==> src/verilog/cssc_pkg.sv <==
// Constants and types shared by the clock source and start-up controller.
// Overview of operation
// - Decode four fuse bits into low-power, full-swing, low-frequency, RC or external source.
// - A fuse bit reading one is unprogrammed; reading zero is programmed.
// - Default is calibrated RC, slowest start-up, time-out on, divide-by-eight on.
// - Internal reset is held for a time-out after other reset sources release.
// - Time-out lengths are 0, 512 or 8192 watchdog oscillator cycles.
// - A counter on the chosen oscillator holds reset until enough cycles pass.
// - Reset start-up uses time-out then stabilisation; deep-sleep wake uses stabilisation only.
// - Stabilisation count depends on source, from 6 to 32K cycles.
// - In low-power crystal mode the upper three select bits give amplifier range.
// - Low-power crystal stabilisation is 258, 1K or 16K cycles by code.
// - Reset adds 14 cycles plus none, short or long time-out by code.
// - A programmed divide fuse divides the system clock by eight.
// - Sleep modes gate clocks of unused domains independently.
// - Gating the core clock stops all core operation.
// - Program memory clock follows the core clock.
// - Asynchronous timer clock keeps running during sleep, except in power-down where it stops.
// - Converter clock runs in noise-reduction sleep while core and peripheral clocks are gated.
// - Serial start and address detection stay active while peripheral clock is gated.
// - A level wake from power-down raises an interrupt only if the level outlasts start-up.
package cssc_pkg;

  localparam int CNT_W = 16;

  typedef enum logic [2:0] {
    SRC_LP_XTAL,
    SRC_FS_XTAL,
    SRC_LF_XTAL,
    SRC_RC128K,
    SRC_RC_CAL,
    SRC_EXT
  } cssc_src_t;

  typedef enum logic [1:0] {
    SLP_IDLE,
    SLP_ADC_NR,
    SLP_PWR_DOWN,
    SLP_PWR_SAVE
  } cssc_sleep_t;

  localparam logic [3:0] SRC_SEL_RESERVED = 4'h1;

  // Latched fuse values before the first sample
  localparam logic [3:0] FUSE_SRC_DFLT = 4'h2;
  localparam logic [1:0] FUSE_STIME_DFLT = 2'h2;
  localparam logic FUSE_DIV8_DFLT = 1'b0;

  // Fuse synchroniser settle time before the sample, in core cycles
  localparam logic [1:0] FUSE_WAIT_CYC = 2'h3;

  // Watchdog oscillator cycles of the supply time-out
  localparam logic [CNT_W-1:0] TOUT_NONE = 16'h0000;
  localparam logic [CNT_W-1:0] TOUT_SHORT = 16'h0200;
  localparam logic [CNT_W-1:0] TOUT_LONG_DFLT = 16'h2000;

  // Selected oscillator cycles of stabilisation
  localparam logic [CNT_W-1:0] STAB_258 = 16'h0102;
  localparam logic [CNT_W-1:0] STAB_1K = 16'h0400;
  localparam logic [CNT_W-1:0] STAB_16K_DFLT = 16'h4000;
  localparam logic [CNT_W-1:0] STAB_32K_DFLT = 16'h8000;
  localparam logic [CNT_W-1:0] STAB_EXT = 16'h0006;
  localparam logic [CNT_W-1:0] STAB_RC = 16'h0006;
  localparam logic [CNT_W-1:0] EXTRA_XTAL = 16'h000E;
  localparam logic [CNT_W-1:0] EXTRA_LF = 16'h0004;

  // Prescaler terminal count for divide by eight
  localparam logic [2:0] DIV8_LAST = 3'h7;
  localparam logic [2:0] DIV_ZERO = 3'h0;

endpackage

==> src/verilog/cssc_tick_counter.sv <==
// Synchronises an oscillator pin and counts its rising edges to a target.
`timescale 1ns/1ps
module cssc_tick_counter #(
  parameter int CNT_W = 16
) (
  input wire logic clk_i,
  input wire logic rst_i,
  input wire logic tick_pin_i,
  input wire logic clear_i,
  input wire logic [CNT_W-1:0] target_i,
  output logic tick_o,
  output logic done_o
);

  logic [2:0] sync_r;
  logic [2:0] sync_nxt;
  logic [CNT_W-1:0] cnt_r;
  logic [CNT_W-1:0] cnt_nxt;
  logic tick_r;
  logic tick_nxt;
  logic edge_det;

  // Only stages two and three feed the edge detector
  assign edge_det = sync_r[1] & ~sync_r[2];
  assign done_o = (cnt_r >= target_i);
  assign tick_o = tick_r;

  always_comb begin
    sync_nxt = {sync_r[1:0], tick_pin_i};
    tick_nxt = edge_det;
    cnt_nxt = cnt_r;
    if (clear_i) begin
      cnt_nxt = '0;
    end else if (edge_det && !done_o) begin
      cnt_nxt = cnt_r + 1'b1;
    end
  end

  always_ff @(posedge clk_i or posedge rst_i) begin
    if (rst_i) begin
      sync_r <= 3'h0;
      tick_r <= 1'b0;
      cnt_r <= '0;
    end else begin
      sync_r <= sync_nxt;
      tick_r <= tick_nxt;
      cnt_r <= cnt_nxt;
    end
  end

endmodule // cssc_tick_counter

==> src/verilog/cssc_top.sv <==
// Clock source selection, start-up sequencing and clock domain gating.
`timescale 1ns/1ps
module cssc_top #(
  parameter logic [cssc_pkg::CNT_W-1:0] TOUT_LONG_CYC =
    cssc_pkg::TOUT_LONG_DFLT,
  parameter logic [cssc_pkg::CNT_W-1:0] STAB_16K_CYC =
    cssc_pkg::STAB_16K_DFLT,
  parameter logic [cssc_pkg::CNT_W-1:0] STAB_32K_CYC =
    cssc_pkg::STAB_32K_DFLT
) (
  input wire logic CORE_CLK_I,
  input wire logic RST_I,
  input wire logic [3:0] SOURCE_SELECT_FUSES_I,
  input wire logic [1:0] STARTUP_TIME_FUSES_I,
  input wire logic DIVIDE_BY_EIGHT_FUSE_I,
  input wire logic RESET_SOURCES_I,
  input wire logic WDT_OSC_I,
  input wire logic SEL_OSC_I,
  input wire logic SLEEP_I,
  input wire logic [1:0] SLEEP_MODE_I,
  input wire logic WAKE_I,
  input wire logic LEVEL_IRQ_I,
  output logic INTERNAL_RESET_O,
  output logic CORE_CLOCK_EN_O,
  output logic PERIPHERAL_CLOCK_EN_O,
  output logic PROGRAM_MEMORY_CLOCK_EN_O,
  output logic ASYNC_TIMER_CLOCK_EN_O,
  output logic CONVERTER_CLOCK_EN_O,
  output logic ASYNC_DETECT_EN_O,
  output logic SYS_CLK_TICK_O,
  output logic [2:0] CLK_SOURCE_O,
  output logic [2:0] AMP_RANGE_O,
  output logic DIV8_ACTIVE_O,
  output logic FUSE_RESERVED_O,
  output logic LEVEL_IRQ_O
);

  localparam int CW = cssc_pkg::CNT_W;

  typedef enum logic [2:0] {
    ST_FUSE,
    ST_HOLD,
    ST_TOUT,
    ST_STAB,
    ST_RUN,
    ST_SLEEP,
    ST_WAKE
  } cssc_state_t;

  // Pin synchronisers: stage one is read only by stage two
  logic [9:0] pin_s1_r;
  logic [9:0] pin_s2_r;
  logic [9:0] pin_nxt;
  logic rst_src_s;
  logic wake_s;
  logic level_s;
  logic [3:0] src_sel_s;
  logic [1:0] stime_s;
  logic div8_s;

  assign pin_nxt = {LEVEL_IRQ_I, WAKE_I, RESET_SOURCES_I,
                    DIVIDE_BY_EIGHT_FUSE_I, STARTUP_TIME_FUSES_I,
                    SOURCE_SELECT_FUSES_I};
  assign src_sel_s = pin_s2_r[3:0];
  assign stime_s = pin_s2_r[5:4];
  assign div8_s = pin_s2_r[6];
  assign rst_src_s = pin_s2_r[7];
  assign wake_s = pin_s2_r[8];
  assign level_s = pin_s2_r[9];

  always_ff @(posedge CORE_CLK_I or posedge RST_I) begin
    if (RST_I) begin
      pin_s1_r <= 10'h000;
      pin_s2_r <= 10'h000;
    end else begin
      pin_s1_r <= pin_nxt;
      pin_s2_r <= pin_s1_r;
    end
  end

  // Fuse latch and sequencer state
  cssc_state_t st_r;
  cssc_state_t st_nxt;
  logic [3:0] src_sel_r;
  logic [3:0] src_sel_nxt;
  logic [1:0] stime_r;
  logic [1:0] stime_nxt;
  logic div8_r;
  logic div8_nxt;
  logic latched_r;
  logic latched_nxt;
  logic [1:0] fwait_r;
  logic [1:0] fwait_nxt;
  cssc_pkg::cssc_sleep_t mode_r;
  cssc_pkg::cssc_sleep_t mode_nxt;
  logic irq_r;
  logic irq_nxt;

  // Decoded configuration
  cssc_pkg::cssc_src_t src;
  logic [CW-1:0] tout_tgt;
  logic [CW-1:0] stab_tgt;
  logic [CW-1:0] extra_tgt;
  logic [CW-1:0] osc_tgt;
  logic wdt_done;
  logic osc_done;
  logic osc_tick;
  logic [2:0] code;

  always_comb begin
    casez (src_sel_r)
      4'b1???: src = cssc_pkg::SRC_LP_XTAL;
      4'b011?: src = cssc_pkg::SRC_FS_XTAL;
      4'b010?: src = cssc_pkg::SRC_LF_XTAL;
      4'h3: src = cssc_pkg::SRC_RC128K;
      4'h2: src = cssc_pkg::SRC_RC_CAL;
      4'h0: src = cssc_pkg::SRC_EXT;
      default: src = cssc_pkg::SRC_RC_CAL;
    endcase
  end

  assign code = {src_sel_r[0], stime_r};

  always_comb begin
    tout_tgt = TOUT_LONG_CYC;
    stab_tgt = cssc_pkg::STAB_RC;
    extra_tgt = cssc_pkg::EXTRA_XTAL;
    case (src)
      cssc_pkg::SRC_LP_XTAL, cssc_pkg::SRC_FS_XTAL: begin
        case (code)
          3'h0: begin
            stab_tgt = cssc_pkg::STAB_258;
            tout_tgt = cssc_pkg::TOUT_SHORT;
          end
          3'h1: begin
            stab_tgt = cssc_pkg::STAB_258;
            tout_tgt = TOUT_LONG_CYC;
          end
          3'h2: begin
            stab_tgt = cssc_pkg::STAB_1K;
            tout_tgt = cssc_pkg::TOUT_NONE;
          end
          3'h3: begin
            stab_tgt = cssc_pkg::STAB_1K;
            tout_tgt = cssc_pkg::TOUT_SHORT;
          end
          3'h4: begin
            stab_tgt = cssc_pkg::STAB_1K;
            tout_tgt = TOUT_LONG_CYC;
          end
          3'h5: begin
            stab_tgt = STAB_16K_CYC;
            tout_tgt = cssc_pkg::TOUT_NONE;
          end
          3'h6: begin
            stab_tgt = STAB_16K_CYC;
            tout_tgt = cssc_pkg::TOUT_SHORT;
          end
          default: begin
            stab_tgt = STAB_16K_CYC;
            tout_tgt = TOUT_LONG_CYC;
          end
        endcase
      end
      default: begin
        // Shared time-out code for the other sources; 11 treated as longest
        case (stime_r)
          2'h0: tout_tgt = cssc_pkg::TOUT_NONE;
          2'h1: tout_tgt = cssc_pkg::TOUT_SHORT;
          default: tout_tgt = TOUT_LONG_CYC;
        endcase
        if (src == cssc_pkg::SRC_LF_XTAL) begin
          stab_tgt = src_sel_r[0] ? STAB_32K_CYC : cssc_pkg::STAB_1K;
          extra_tgt = cssc_pkg::EXTRA_LF;
        end else if (src == cssc_pkg::SRC_EXT) begin
          stab_tgt = cssc_pkg::STAB_EXT;
        end
      end
    endcase
  end

  // Reset start-up adds the extra cycles; deep-sleep wake does not
  assign osc_tgt = (st_r == ST_STAB) ? CW'(stab_tgt + extra_tgt) : stab_tgt;

  cssc_tick_counter #(
    .CNT_W(CW)
  ) u_wdt_cnt (
    .clk_i(CORE_CLK_I),
    .rst_i(RST_I),
    .tick_pin_i(WDT_OSC_I),
    .clear_i(st_r != ST_TOUT),
    .target_i(tout_tgt),
    .tick_o(),
    .done_o(wdt_done)
  );

  cssc_tick_counter #(
    .CNT_W(CW)
  ) u_osc_cnt (
    .clk_i(CORE_CLK_I),
    .rst_i(RST_I),
    .tick_pin_i(SEL_OSC_I),
    .clear_i((st_r != ST_STAB) && (st_r != ST_WAKE)),
    .target_i(osc_tgt),
    .tick_o(osc_tick),
    .done_o(osc_done)
  );

  always_comb begin
    st_nxt = st_r;
    src_sel_nxt = src_sel_r;
    stime_nxt = stime_r;
    div8_nxt = div8_r;
    latched_nxt = latched_r;
    fwait_nxt = fwait_r;
    mode_nxt = mode_r;
    irq_nxt = 1'b0;
    case (st_r)
      ST_FUSE: begin
        // Wait for the fuse synchronisers to fill, then sample once
        if (fwait_r == cssc_pkg::FUSE_WAIT_CYC) begin
          src_sel_nxt = src_sel_s;
          stime_nxt = stime_s;
          div8_nxt = div8_s;
          latched_nxt = 1'b1;
          st_nxt = ST_HOLD;
        end else begin
          fwait_nxt = fwait_r + 1'b1;
        end
      end
      ST_HOLD: begin
        if (!rst_src_s) begin
          st_nxt = ST_TOUT;
        end
      end
      ST_TOUT: begin
        if (wdt_done) begin
          st_nxt = ST_STAB;
        end
      end
      ST_STAB: begin
        if (osc_done) begin
          st_nxt = ST_RUN;
        end
      end
      ST_RUN: begin
        if (SLEEP_I) begin
          mode_nxt = cssc_pkg::cssc_sleep_t'(SLEEP_MODE_I);
          st_nxt = ST_SLEEP;
        end
      end
      ST_SLEEP: begin
        if (wake_s) begin
          if (mode_r == cssc_pkg::SLP_PWR_DOWN ||
              mode_r == cssc_pkg::SLP_PWR_SAVE) begin
            st_nxt = ST_WAKE;
          end else begin
            st_nxt = ST_RUN;
          end
        end
      end
      ST_WAKE: begin
        if (osc_done) begin
          st_nxt = ST_RUN;
          // A level that dropped during start-up wakes but is not reported
          irq_nxt = level_s && (mode_r == cssc_pkg::SLP_PWR_DOWN);
        end
      end
      default: st_nxt = ST_HOLD;
    endcase
    // Any returning reset source restarts the full sequence, fuses kept
    if (rst_src_s && st_r != ST_FUSE) begin
      st_nxt = ST_HOLD;
      irq_nxt = 1'b0;
    end
  end

  always_ff @(posedge CORE_CLK_I or posedge RST_I) begin
    if (RST_I) begin
      st_r <= ST_FUSE;
      src_sel_r <= cssc_pkg::FUSE_SRC_DFLT;
      stime_r <= cssc_pkg::FUSE_STIME_DFLT;
      div8_r <= cssc_pkg::FUSE_DIV8_DFLT;
      latched_r <= 1'b0;
      fwait_r <= 2'h0;
      mode_r <= cssc_pkg::SLP_IDLE;
      irq_r <= 1'b0;
    end else begin
      st_r <= st_nxt;
      src_sel_r <= src_sel_nxt;
      stime_r <= stime_nxt;
      div8_r <= div8_nxt;
      latched_r <= latched_nxt;
      fwait_r <= fwait_nxt;
      mode_r <= mode_nxt;
      irq_r <= irq_nxt;
    end
  end

  // System clock prescaler on the selected oscillator
  logic [2:0] div_cnt_r;
  logic [2:0] div_cnt_nxt;
  logic sys_tick_r;
  logic sys_tick_nxt;
  logic div8_on;

  assign div8_on = ~div8_r;

  always_comb begin
    div_cnt_nxt = div_cnt_r;
    sys_tick_nxt = 1'b0;
    if (INTERNAL_RESET_O) begin
      div_cnt_nxt = cssc_pkg::DIV_ZERO;
    end else if (osc_tick) begin
      if (!div8_on || div_cnt_r == cssc_pkg::DIV8_LAST) begin
        div_cnt_nxt = cssc_pkg::DIV_ZERO;
        sys_tick_nxt = 1'b1;
      end else begin
        div_cnt_nxt = div_cnt_r + 1'b1;
      end
    end
  end

  always_ff @(posedge CORE_CLK_I or posedge RST_I) begin
    if (RST_I) begin
      div_cnt_r <= 3'h0;
      sys_tick_r <= 1'b0;
    end else begin
      div_cnt_r <= div_cnt_nxt;
      sys_tick_r <= sys_tick_nxt;
    end
  end

  // Domain gating: each enable is decoded from registered state
  logic slp;
  assign slp = (st_r == ST_SLEEP);
  assign INTERNAL_RESET_O = (st_r == ST_FUSE) || (st_r == ST_HOLD) ||
                            (st_r == ST_TOUT) || (st_r == ST_STAB);
  assign CORE_CLOCK_EN_O = (st_r == ST_RUN);
  assign PROGRAM_MEMORY_CLOCK_EN_O = CORE_CLOCK_EN_O;
  assign PERIPHERAL_CLOCK_EN_O = (st_r == ST_RUN) ||
                                 (slp && mode_r == cssc_pkg::SLP_IDLE);
  assign CONVERTER_CLOCK_EN_O = (st_r == ST_RUN) ||
    (slp && (mode_r == cssc_pkg::SLP_IDLE ||
             mode_r == cssc_pkg::SLP_ADC_NR));
  // Power-down stops the timer domain too; every other sleep keeps it
  assign ASYNC_TIMER_CLOCK_EN_O = !INTERNAL_RESET_O &&
    !(slp && mode_r == cssc_pkg::SLP_PWR_DOWN);
  assign ASYNC_DETECT_EN_O = slp && !PERIPHERAL_CLOCK_EN_O;
  assign SYS_CLK_TICK_O = sys_tick_r;
  assign CLK_SOURCE_O = src;
  assign AMP_RANGE_O = (src == cssc_pkg::SRC_LP_XTAL) ?
                       src_sel_r[3:1] : 3'h0;
  assign DIV8_ACTIVE_O = div8_on;
  assign FUSE_RESERVED_O = (src_sel_r == cssc_pkg::SRC_SEL_RESERVED);
  assign LEVEL_IRQ_O = irq_r;

  fuse_hold_a: assert property (
    @(posedge CORE_CLK_I) disable iff (RST_I)
    latched_r |=> $stable(src_sel_r) && $stable(stime_r) && $stable(div8_r))
    else $error("latched fuses changed");

  resv_fallback_a: assert property (
    @(posedge CORE_CLK_I) disable iff (RST_I)
    src_sel_r == cssc_pkg::SRC_SEL_RESERVED |-> src == cssc_pkg::SRC_RC_CAL)
    else $error("reserved code did not fall back");

  tout_stab_a: assert property (
    @(posedge CORE_CLK_I) disable iff (RST_I)
    st_r == ST_TOUT && wdt_done && !rst_src_s |=> st_r == ST_STAB)
    else $error("time-out end did not start stabilisation");

  wake_skip_a: assert property (
    @(posedge CORE_CLK_I) disable iff (RST_I)
    st_r == ST_WAKE |=> st_r != ST_TOUT && st_r != ST_STAB)
    else $error("wake ran the supply time-out");

  stab_hold_a: assert property (
    @(posedge CORE_CLK_I) disable iff (RST_I)
    st_r == ST_STAB && !osc_done |=> INTERNAL_RESET_O)
    else $error("reset released before stabilisation");

  core_gate_a: assert property (
    @(posedge CORE_CLK_I) disable iff (RST_I)
    slp |-> !CORE_CLOCK_EN_O && !PROGRAM_MEMORY_CLOCK_EN_O)
    else $error("core clock running in sleep");

  adc_run_a: assert property (
    @(posedge CORE_CLK_I) disable iff (RST_I)
    slp && mode_r == cssc_pkg::SLP_ADC_NR |->
      CONVERTER_CLOCK_EN_O && !PERIPHERAL_CLOCK_EN_O && ASYNC_DETECT_EN_O)
    else $error("converter domain gating wrong");

  level_irq_a: assert property (
    @(posedge CORE_CLK_I) disable iff (RST_I)
    LEVEL_IRQ_O |-> $past(level_s) && $past(st_r) == ST_WAKE &&
      st_r == ST_RUN)
    else $error("level interrupt without held level");

  lp_tout_a: assert property (
    @(posedge CORE_CLK_I) disable iff (RST_I)
    src == cssc_pkg::SRC_LP_XTAL && code == 3'h5 |->
      tout_tgt == cssc_pkg::TOUT_NONE && stab_tgt == STAB_16K_CYC)
    else $error("low-power crystal code decode wrong");

endmodule // cssc_top
==> config.mk <==
export PLATFORM = sky130hd
export DESIGN_NAME = cssc_top
export DESIGN_NICKNAME = d
export VERILOG_FILES = /design/src/verilog/cssc_pkg.sv /design/src/verilog/cssc_tick_counter.sv /design/src/verilog/cssc_top.sv
export SDC_FILE = /design/constraint.sdc
export NUM_CORES = 1
export LEC_CHECK = 0
export BUFFER_PORTS_ARGS = -buffer_cell sky130_fd_sc_hd__clkbuf_2
export CAP_MARGIN = 30
export CORE_UTILIZATION = 50
export CTS_CLUSTER_SIZE = 40
export DETAILED_ROUTE_END_ITERATION = 12
export MAX_ROUTING_LAYER = met4
export PLACE_DENSITY = 0.69
export SLEW_MARGIN = 5
export SYNTH_ARGS = -nofsm -noshare
export SYNTH_HDL_FRONTEND = slang
export SYNTH_SLANG_ARGS = --single-unit
==> constraint.sdc <==
create_clock -name CORE_CLK_I -period 3.9 [get_ports CORE_CLK_I]
set_clock_uncertainty 0.15 [all_clocks]
set_input_delay 0.195 -clock CORE_CLK_I [delete_from_list [all_inputs] [get_ports CORE_CLK_I]]
set_output_delay 0.195 -clock CORE_CLK_I [all_outputs]
set_load 0.1 [all_outputs]
# [Word-level counts from Yosys, hierarchy flattened]
# Cells that the tools add are included.
[op_classes] n_addsub=5 magnitude_cmp=2 n_eq_ne=33 muxes=34 bitwise=6 reduce_logical=43
[op_table] operator="$mux W16" n=9
[op_table] operator="$pmux W14 S2" n=2
[op_table] operator="$mux W3" n=11
[op_table] operator="$add A16 B1 Y16 const B" n=2
[op_table] operator="$ge A16 B16 Y1" n=2
[op_table] operator="$pmux W15 S2" n=1
[op_table] operator="$eq A3 B2 Y1 const B" n=7
[op_table] operator="$eq A3 B3 Y1 const B" n=7
[op_table] operator="$pmux W3 S6" n=1
[op_table] operator="$add A16 B16 Y16" n=1
[op_table] operator="$ne A3 B2 Y1 const B" n=5
[op_table] operator="$pmux W3 S5" n=1
[op_table] operator="$logic_and A1 B1 Y1" n=10
[op_table] operator="$eq A3 B1 Y1 const B" n=3
[op_table] operator="$logic_not A3 Y1" n=3
[op_table] operator="$ne A3 B3 Y1 const B" n=3
[op_table] operator="$logic_or A1 B1 Y1" n=8
[op_table] operator="$mux W4" n=2
[op_table] operator="$reduce_or A2 Y1" n=4
[op_table] operator="$eq A2 B2 Y1 const B" n=3
[op_table] operator="$mux W1" n=6
[op_table] operator="$reduce_and A2 Y1" n=3
[op_table] operator="$reduce_and A6 Y1" n=1
[op_table] operator="$reduce_bool A2 Y1" n=3
[op_table] operator="other kinds (14)" n=25
[word_totals] ff_bits=78 in_bits=17 out_inout_bits=17

# [Logic depth before layout (Yosys ltp)]
# Gate-level depths: netlist of the first run.
[logic_depth] ltp_word=12 ltp_mapped=14

# [Hierarchy]
# Synthesis of the first run repeated with hierarchy kept, for this count alone.
[hier_totals] hier_cells=459 hier_area_um2=4594.4
[modules_own_cells] module="cssc_tick_counter" instances=2 cells_per_inst=148 area_per_inst_um2=1423.9
[modules_own_cells] module="cssc_top" instances=1 cells_per_inst=163 area_per_inst_um2=1746.7

# [Worst setup path before layout of the first run]
# OpenSTA, ideal clock, no wires.
[synth_path] kind="register to output" from="register st_r[1]" to="output port ASYNC_DETECT_EN_O" arrival_time_ns=6.102 required_time_ns=3.555 setup_slack_ns=-2.547 path_stages_with_launch=6 n_path_buf=1 path_cell_list="dfrtp_1 > clkbuf_1 > nand2b_1 > a21oi_1 > a21boi_0 > nor3_1"
[synth_between] elab_chain_cells=5
[synth_rtl] element="start: declaration" line="cssc_top.sv:82" text="cssc_state_t st_r;"
[synth_rtl] element="start signal: assignment" line="cssc_top.sv:289" text="st_r <= st_nxt;"
[synth_rtl] element="$eq A3 B3 Y1" line="cssc_top.sv:336" text="assign slp = (st_r == ST_SLEEP);"
[synth_rtl] element="$logic_and A1 B1 Y1" line="cssc_top.sv:342" text="(slp && mode_r == cssc_pkg::SLP_IDLE);"
[synth_rtl] element="$logic_or A1 B1 Y1 *" line="cssc_top.sv:341" text="assign PERIPHERAL_CLOCK_EN_O = (st_r == ST_RUN) ||"
[synth_rtl] element="via PERIPHERAL_CLOCK_EN_O" line="cssc_top.sv:25" text="output logic PERIPHERAL_CLOCK_EN_O,"
[synth_rtl] element="$logic_not A1 Y1 *" line="cssc_top.sv:349" text="assign ASYNC_DETECT_EN_O = slp && !PERIPHERAL_CLOCK_EN_O;"
[synth_rtl] element="$logic_and A1 B1 Y1 *" line="cssc_top.sv:349"
[synth_rtl] element="end: declaration" line="cssc_top.sv:29" text="output logic ASYNC_DETECT_EN_O,"
# Mark *: on every way through the listed nets, which the timed path passes. The rest lies on a longest branch.

# [Worst setup path after layout of the first run]
[layout_path] from="register src_sel_r[1]" to="register u_osc_cnt.cnt_r[15]"
[layout_between] elab_chain_cells=11
[layout_rtl] element="start: declaration" line="cssc_top.sv:84" text="logic [3:0] src_sel_r;"
[layout_rtl] element="start signal: assignment" line="cssc_top.sv:281" text="src_sel_r <= cssc_pkg::FUSE_SRC_DFLT;"
[layout_rtl] element="start signal: assignment" line="cssc_top.sv:290" text="src_sel_r <= src_sel_nxt;"
[layout_rtl] element="$eq A4 B2 Y1, or another cell as far along" line="cssc_top.sv:111" text="casez (src_sel_r)"
[layout_rtl] element="$pmux W3 S5 *" line="cssc_top.sv:111"
[layout_rtl] element="$eq A3 B2 Y1, or another cell as far along" line="cssc_top.sv:172" text="if (src == cssc_pkg::SRC_LF_XTAL) begin"
[layout_rtl] element="$mux W16, or another cell as far along" line="cssc_top.sv:172"
[layout_rtl] element="$mux W16 / $mux W4 (equally long branches)" line="cssc_top.sv:128" text="case (src)"
[layout_rtl] element="$add A16 B16 Y16" line="cssc_top.sv:183" text="assign osc_tgt = (st_r == ST_STAB) ? CW'(stab_tgt + extra_tgt) : stab_tgt;"
[layout_rtl] element="$mux W16 *" line="cssc_top.sv:183"
[layout_rtl] element="$ge A16 B16 Y1 *" line="cssc_tick_counter.sv:25" text="assign done_o = (cnt_r >= target_i);"
[layout_rtl] element="$logic_not A1 Y1 *" line="cssc_tick_counter.sv:34" text="end else if (edge_det && !done_o) begin"
[layout_rtl] element="$logic_and A1 B1 Y1 *" line="cssc_tick_counter.sv:34"
[layout_rtl] element="$reduce_bool A2 Y1 (no source line) *"
[layout_rtl] element="end signal: assignment" line="cssc_tick_counter.sv:47" text="cnt_r <= cnt_nxt;"
[layout_rtl] element="end: declaration" line="cssc_tick_counter.sv:17" text="logic [CNT_W-1:0] cnt_r;"
# Mark *: on every way between the ends. The rest lies on a longest branch, timed or not.
# A chain may end at the register's enable or synchronous reset.

==> flow_metrics.py, run 1 <==
metrics = {
    "run_status": {
        "status": "finished, final reports clean",
    },
    "logic_synthesis": {
        "synth_compound_area_frac": 0.0840,
        "synth-xor-area-share": 0.0618,
        "synth_edf_count": 0,
        "synth_area_per_cell_um2": 10.3,
        "ys_seq_area_frac": 0.510,
        "synth_simple_gate_area_frac": 0.219,
        "ys_ff_latch": 78,
        "yosysUniqueCellTypes": 52,
        "synth.area.mux_share": 0.0376,
        "syn-instance-count": 371,
        "synth_top_family_by_area": "simple AND/OR/NAND/NOR gates",
        "synth_fp_nets": 404,
        "synthFlopType": "dfrtp_1",
        "synthAdderAreaFrac": 0.0523,
        "yosysWarnings": 0,
        "async_flop_share": 1.00,
        "syn-cell-area_um2": 3830,
    },
    "sta": {
        "tightest_slew_ns": 0.876,
        "min_period_ns": 3.44,
        "relSlewSlack": 0.416,
        "setup_viol": 0,
        "clock.fmax_mhz": 291,
        "fin_crit_sh": 0.881,
        "hold_viol": 0,
        "rsz0062_at_grt": "false",
        "drv_slew": 0,
    },
    "detailed_routing": {
        "vias_per_cell": 5.35,
        "met3_length_um": 237,
        "wl_met2_mm": 3.52,
        "met1Wirelength_mm": 3.31,
        "postRouteAntennaNets": 0,
        "vias": 2786,
        "routed_wirelength_mm": 7.15,
        "drc_errors": 0,
        "drt_iter0_markers": 91,
        "wire_per_inst_um": 13.7,
        "drt_first_pass_iters": 4,
        "top_layer": "met4",
    },
    "critical_path": {
        "cp_slowest_cell": "a21oi_2",
        "cp.depth": 9,
        "endpoint_kind": "register",
        "path_max_fanout": 17,
        "critPathMaxStageDelay_ns": 0.70,
        "cp-start-kind": "register",
        "path_cells": "a21oi_1 > or4_1 > ha_1 > nand2_1 > a21o_1 > a21oi_2 > nor3_1 > a21bo_2 > a21oi_1",
        "rr_worst_depth": 9,
        "cp_common_cell": "a21oi_1",
        "required_ns": 4.02,
        "crit_family": "compound AO/OA/AOI/OAI gates",
        "cp.arrival_ns": 3.55,
        "path_buf_inv": 0,
        "worstSetupPathType": "register to register",
    },
    "final_layout": {
        "layout_common_cells": "dfrtp_1 (76), nor2_1 (47), clkbuf_2 (33), nand2_1 (28), xnor2_1 (19)",
        "utilization": 0.602,
        "area_growth_syn_to_layout_pct": 15.3,
        "layout-drive-gt1-share": 0.187,
        "final_nets": 450,
        "antenna-diode-count": 0,
        "final_common_cell": "dfrtp_1",
        "fill_cells": 630,
        "post-route-cell-area_um2": 4420,
    },
    "floorplanning": {
        "core_um2": 7330,
        "die_x_um": 89.5,
        "io_pins": 34,
        "start_util": 0.522,
        "num_rows": 31,
        "fp.dieH_um": 89.5,
        "dieArea_um2": 8010,
    },
    "clock_network": {
        "tritoncts": "done",
        "cts_buffers": 9,
        "clockRootBuffer": "clkbuf_8",
        "path_clk_slew_ns": 0.08,
        "cts_setup_buffers": 0,
        "htreeDepth": 3,
        "cts_buffer_depth": 2,
        "clock_latency_ns": 0.35,
        "clock-sinks": 78,
        "post_cts_resized": 0,
    },
    "global_route": {
        "grtUsageTotal": 0.207,
        "grt_max_degree": 42,
        "first_global_vias": 2613,
        "antenna_found_initial": 0,
        "grt_pass1_wl_mm": 12.0,
        "overflow": 0,
    },
    "worst_hold_path": {
        "hold_path.class": "primary input to register",
        "hold_path_depth": 3,
    },
    "power_and_ir_drop": {
        "p_leak_nw": 1.91,
        "p_per_area_nw_per_um2": 642,
        "ir_drop_uv": 448,
    },
    "placement": {
        "dpl.hpwl_mm": 4.96,
        "placed_cell_area_um2": 4080,
        "gp_congestion": 0.837,
        "io_buffer_count": 33,
    },
    "flow_run": {
        "drv_cap": 0,
    },
}
power by group:
| group | total, mW | switching [mW] | leakage (nW) | internal [mW] |
|---|---|---|---|---|
| registers | 1.04 | 0.144 | 1.00 | 0.901 |
| clock network | 0.574 | 0.280 | 0.0904 | 0.294 |
| logic | 1.22 | 0.869 | 0.813 | 0.347 |
cells by family after synthesis:
logic type / Yosys count
adder cells (fa/ha/maj): 16
XOR/XNOR: 27
flip-flops: 78
AND/OR/NAND/NOR: 157
buffers and inverters: 33
multiplexers: 13
AO/OA/AOI/OAI: 47
cells in the mapped netlist (2+ instances only):
cell	count	area (um2)
ha_1	16	200
nand2_1	28	105
nand3_1	12	60.1
nand3b_1	3	22.5
dfstp_2	2	52.6
or3_1	5	31.3
xor2_1	8	70.1
nor4b_1	4	35.0
inv_1	16	60.1
nand2b_1	8	50.1
a21oi_1	13	65.1
nor4_2	6	75.1
clkbuf_1	13	48.8
nor3_1	9	45.0
nor2b_1	4	25.0
xnor2_1	19	166
a31oi_1	2	12.5
or4_1	2	15.0
and3_1	12	75.1
nor4_1	6	37.5
mux2i_1	2	20.0
nand4_1	4	25.0
o21ai_0	13	65.1
and2_1	2	12.5
o31a_1	2	17.5
nor2_1	47	176
dfrtp_1	76	1900
mux2_2	11	124
nor3b_1	2	15.0
a21o_1	2	15.0
metrics by stage:
step	hold WS (ns)	setup slack (ns)	setup TNS (ns)	cells	total power [mW]
finish	0.174	0.463	0	521	2.83
global route	0.166	0.147	0	521	3.02
CTS	0.148	0.437	0	521	2.86
detailed placement	0.155	0.468	0	490	2.27
global placement	0.153	0.583	0	490	2.24
floorplan	0.0764	-0.0561	-0.0561	371	2.08
flip-flops by register name, indices dropped and copies added (netlist names):
register,count
div8_r,1
pin_s2_r,10
pin_s1_r,10
u_osc_cnt.cnt_r,16
u_osc_cnt.tick_o,1
SYS_CLK_TICK_O,1
mode_r,2
fwait_r,2
u_osc_cnt.sync_r,3
u_wdt_cnt.sync_r,3
stime_r,2
LEVEL_IRQ_O,1
src_sel_r,4
st_r,3
div_cnt_r,3
u_wdt_cnt.cnt_r,16
per-layer routing:
layer / global-route usage / vias up
li1: - / 1383
met1: 0.248 / 1338
met2: 0.335 / 58
met3: 0.0471 / 7
met4: 0.0909 / 0
met5: - / -
what timing repair did:
| action | 4_1_cts | 5_1_grt |
|---|---|---|
| hold buffers | 15 | 0 |
| endpoints found under the setup margin | 0 | 0 |
| endpoints found under the hold margin | 53 | 0 |
cell type report:
type	count	area, um2	area share
Clock buffer	12	135	0.0306
Clock inverter	4	47.5	0.0108
Inverter	17	63.8	0.0145
Multi-Input combinational cell	260	1750	0.397
Sequential cell	78	1950	0.443
Tap cell	99	124	0.0281
Timing Repair Buffer	51	338	0.0765
worst min-delay path, delay by kind of cell:
family        cells  cell delay, ns
buf+inv           1            0.09
mux               1            0.16
simple gates      1            0.19
final timing paths:
check | endpoint | from | slack (ns)
setup reg to reg | u_osc_cnt.cnt_r[15] | src_sel_r[1] | 0.46
max in group asynchronous | stime_r[1] | RST_I | 2.18
min in group asynchronous | u_osc_cnt.cnt_r[14] | RST_I | 0.41
hold reg to reg | pin_s2_r[3] | pin_s1_r[3] | 0.20
setup / recovery | u_osc_cnt.cnt_r[15] | src_sel_r[1] | 0.46
hold / removal | mode_r[1] | SLEEP_I | 0.17
Note: power is estimated with default switching activity, not from simulation.
==> run 2: changes to the inputs <==
RECOVER_POWER = 25   (was unset)
clock period = 3.3 ns   (was 3.9 ns; I/O delays follow)
==> run 2 against run 1 <==
Compared with the run above: cell count is 2.1% higher; count of clock-buffer cells in the layout is 2 lower; largest cell class unchanged; register-to-register slack worse by 0.24 ns; first-iteration DRC count is 12% higher; total power is 25% higher; die area stayed put; fmax is 12% higher.
==> flow_metrics.py, run 2 (synthesis results as in run 1) <==
metrics = {
    "sta": {
        "fin_setup_tns_ns": 0,
        "relSlewSlack": 0.0967,
        "drv_slew": 0,
        "setup_viol": 0,
        "clock.fmax_mhz": 325,
        "fin_crit_sh": 0.933,
        "min_period_ns": 3.08,
        "holdWs_ns": 0.153,
        "hold_viol": 0,
        "tightest_slew_ns": 1.35,
        "rsz0062_at_grt": "false",
    },
    "detailed_routing": {
        "met3_length_um": 190,
        "top_layer": "met4",
        "vias": 2842,
        "wl_met2_mm": 3.36,
        "drc_errors": 0,
        "routed_wirelength_mm": 7.23,
        "vias_per_cell": 5.34,
        "met1Wirelength_mm": 3.58,
        "drt_first_pass_iters": 4,
        "wire_per_inst_um": 13.6,
        "drt_iter0_markers": 102,
        "postRouteAntennaNets": 0,
    },
    "floorplanning": {
        "fp.dieH_um": 89.5,
        "io_pins": 34,
        "start_util": 0.522,
        "dieArea_um2": 8010,
        "die_x_um": 89.5,
        "core_um2": 7330,
        "num_rows": 31,
    },
    "final_layout": {
        "final_common_cell": "dfrtp_1",
        "antenna-diode-count": 0,
        "final_nets": 461,
        "fill_cells": 623,
        "top_regs": "u_osc_cnt.cnt_r: 16 flops, u_wdt_cnt.cnt_r: 16 flops",
        "layout-drive-gt1-share": 0.219,
        "layout_common_cells": "dfrtp_1 (76), nor2_1 (45), clkbuf_2 (33), nand2_1 (28), xnor2_1 (19)",
        "area_growth_syn_to_layout_pct": 18.7,
    },
    "critical_path": {
        "worstSetupPathType": "register to register",
        "path_max_fanout": 10,
        "cp-start-kind": "register",
        "cp.arrival_ns": 3.15,
        "required_ns": 3.37,
        "endpoint_kind": "register",
        "critPathMaxStageDelay_ns": 0.51,
        "path_cells": "nand2_1 > nor2_2 > o21ai_0 > ha_1 > or4_4 > a211oi_2 > a21oi_2 > buf_4 > nor4_2 > xnor2_1 > nor2_1",
        "cp_slowest_cell": "dfrtp_1",
    },
    "power_and_ir_drop": {
        "ir_drop_uv": 430,
        "p_leak_nw": 1.99,
        "p_per_area_nw_per_um2": 778,
    },
    "global_route": {
        "overflow": 0,
        "grtUsageTotal": 0.206,
        "first_global_vias": 2602,
        "grt_max_degree": 40,
        "antenna_found_initial": 0,
        "grt_pass1_wl_mm": 11.9,
    },
    "placement": {
        "dpl.hpwl_mm": 5.08,
        "gp_congestion": 0.820,
        "io_buffer_count": 33,
    },
    "clock_network": {
        "cts_buffer_depth": 2,
        "clock_latency_ns": 0.36,
        "path_clk_slew_ns": 0.08,
        "htreeDepth": 3,
        "clockRootBuffer": "clkbuf_8",
        "clock-sinks": 78,
        "tritoncts": "done",
        "cts_buffers": 9,
    },
    "run_status": {
        "status": "finished, final reports clean",
    },
    "worst_hold_path": {
        "hold_path.class": "primary input to register",
    },
    "flow_run": {
        "drv_cap": 0,
    },
}
-- run 2: per-layer routing --
metal | GRT usage | vias to the layer above
li1 | - | 1403
met1 | 0.278 | 1381
met2 | 0.303 | 48
met3 | 0.0397 | 10
met4 | 0.0909 | 0
met5 | - | -
-- run 2: power by group --
group	switching [mW]	internal (mW)	leakage [nW]
logic	1.09	0.475	0.874
clock network	0.358	0.425	0.110
registers	0.120	1.06	1.00
total	1.57	1.97	1.99
-- run 2: cell type report --
| type | count | area (um2) | area share |
|---|---|---|---|
| inverter | 17 | 63.8 | 0.0140 |
| clock buffer | 10 | 128 | 0.0281 |
| tap | 99 | 124 | 0.0273 |
| multi-input combinational | 260 | 1770 | 0.390 |
| timing repair buffer | 62 | 420 | 0.0925 |
| sequential | 78 | 1950 | 0.430 |
| clock inverter | 6 | 83.8 | 0.0184 |
-- run 2: worst paths after layout --
check / slack, ns / endpoint / startpoint / cells after the start
setup / recovery: 0.22 / u_osc_cnt.cnt_r[10] / st_r[1] / 11
hold / removal: 0.15 / mode_r[1] / SLEEP_I / 3
setup reg to reg: 0.22 / u_osc_cnt.cnt_r[10] / st_r[1] / 11
hold reg to reg: 0.20 / pin_s2_r[9] / pin_s1_r[9] / 0
max in group asynchronous: 1.38 / src_sel_r[1] / RST_I / 4
min in group asynchronous: 0.58 / src_sel_r[0] / RST_I / 3
-- run 2: critical path: cells and delay by family (launching register included) --
family	cells	cell delay, ns
and+or+nand+nor	5	1.21
AOI/OAI and AO/OA	3	0.52
DFF	1	0.51
xor gates and xnor gates	1	0.15
buffers and inverters	1	0.21
adders and majority gates	1	0.19
-- run 2: metrics by stage --
| step | worst slack (ns) | std cells | power, mW | instance area (um2) | util |
|---|---|---|---|---|---|
| after global placement | 0.223 | 498 | 2.70 | 4140 | 0.565 |
| after floorplan | -0.626 | 371 | 2.46 | 3840 | - |
| final | 0.221 | 532 | 3.54 | 4540 | 0.620 |
| after detailed placement | 0.119 | 498 | 2.74 | 4140 | 0.565 |
| after global routing | 0.0231 | 532 | 3.75 | 4540 | 0.620 |
| after CTS | 0.0889 | 529 | 3.54 | 4500 | 0.614 |
-- run 2: repair_timing --
item	in CTS	in global routing
resized for setup	0	4
hold buffers	15	0
hold endpoints to repair	50	0
buffers inserted	0	3
setup endpoints to repair	0	30
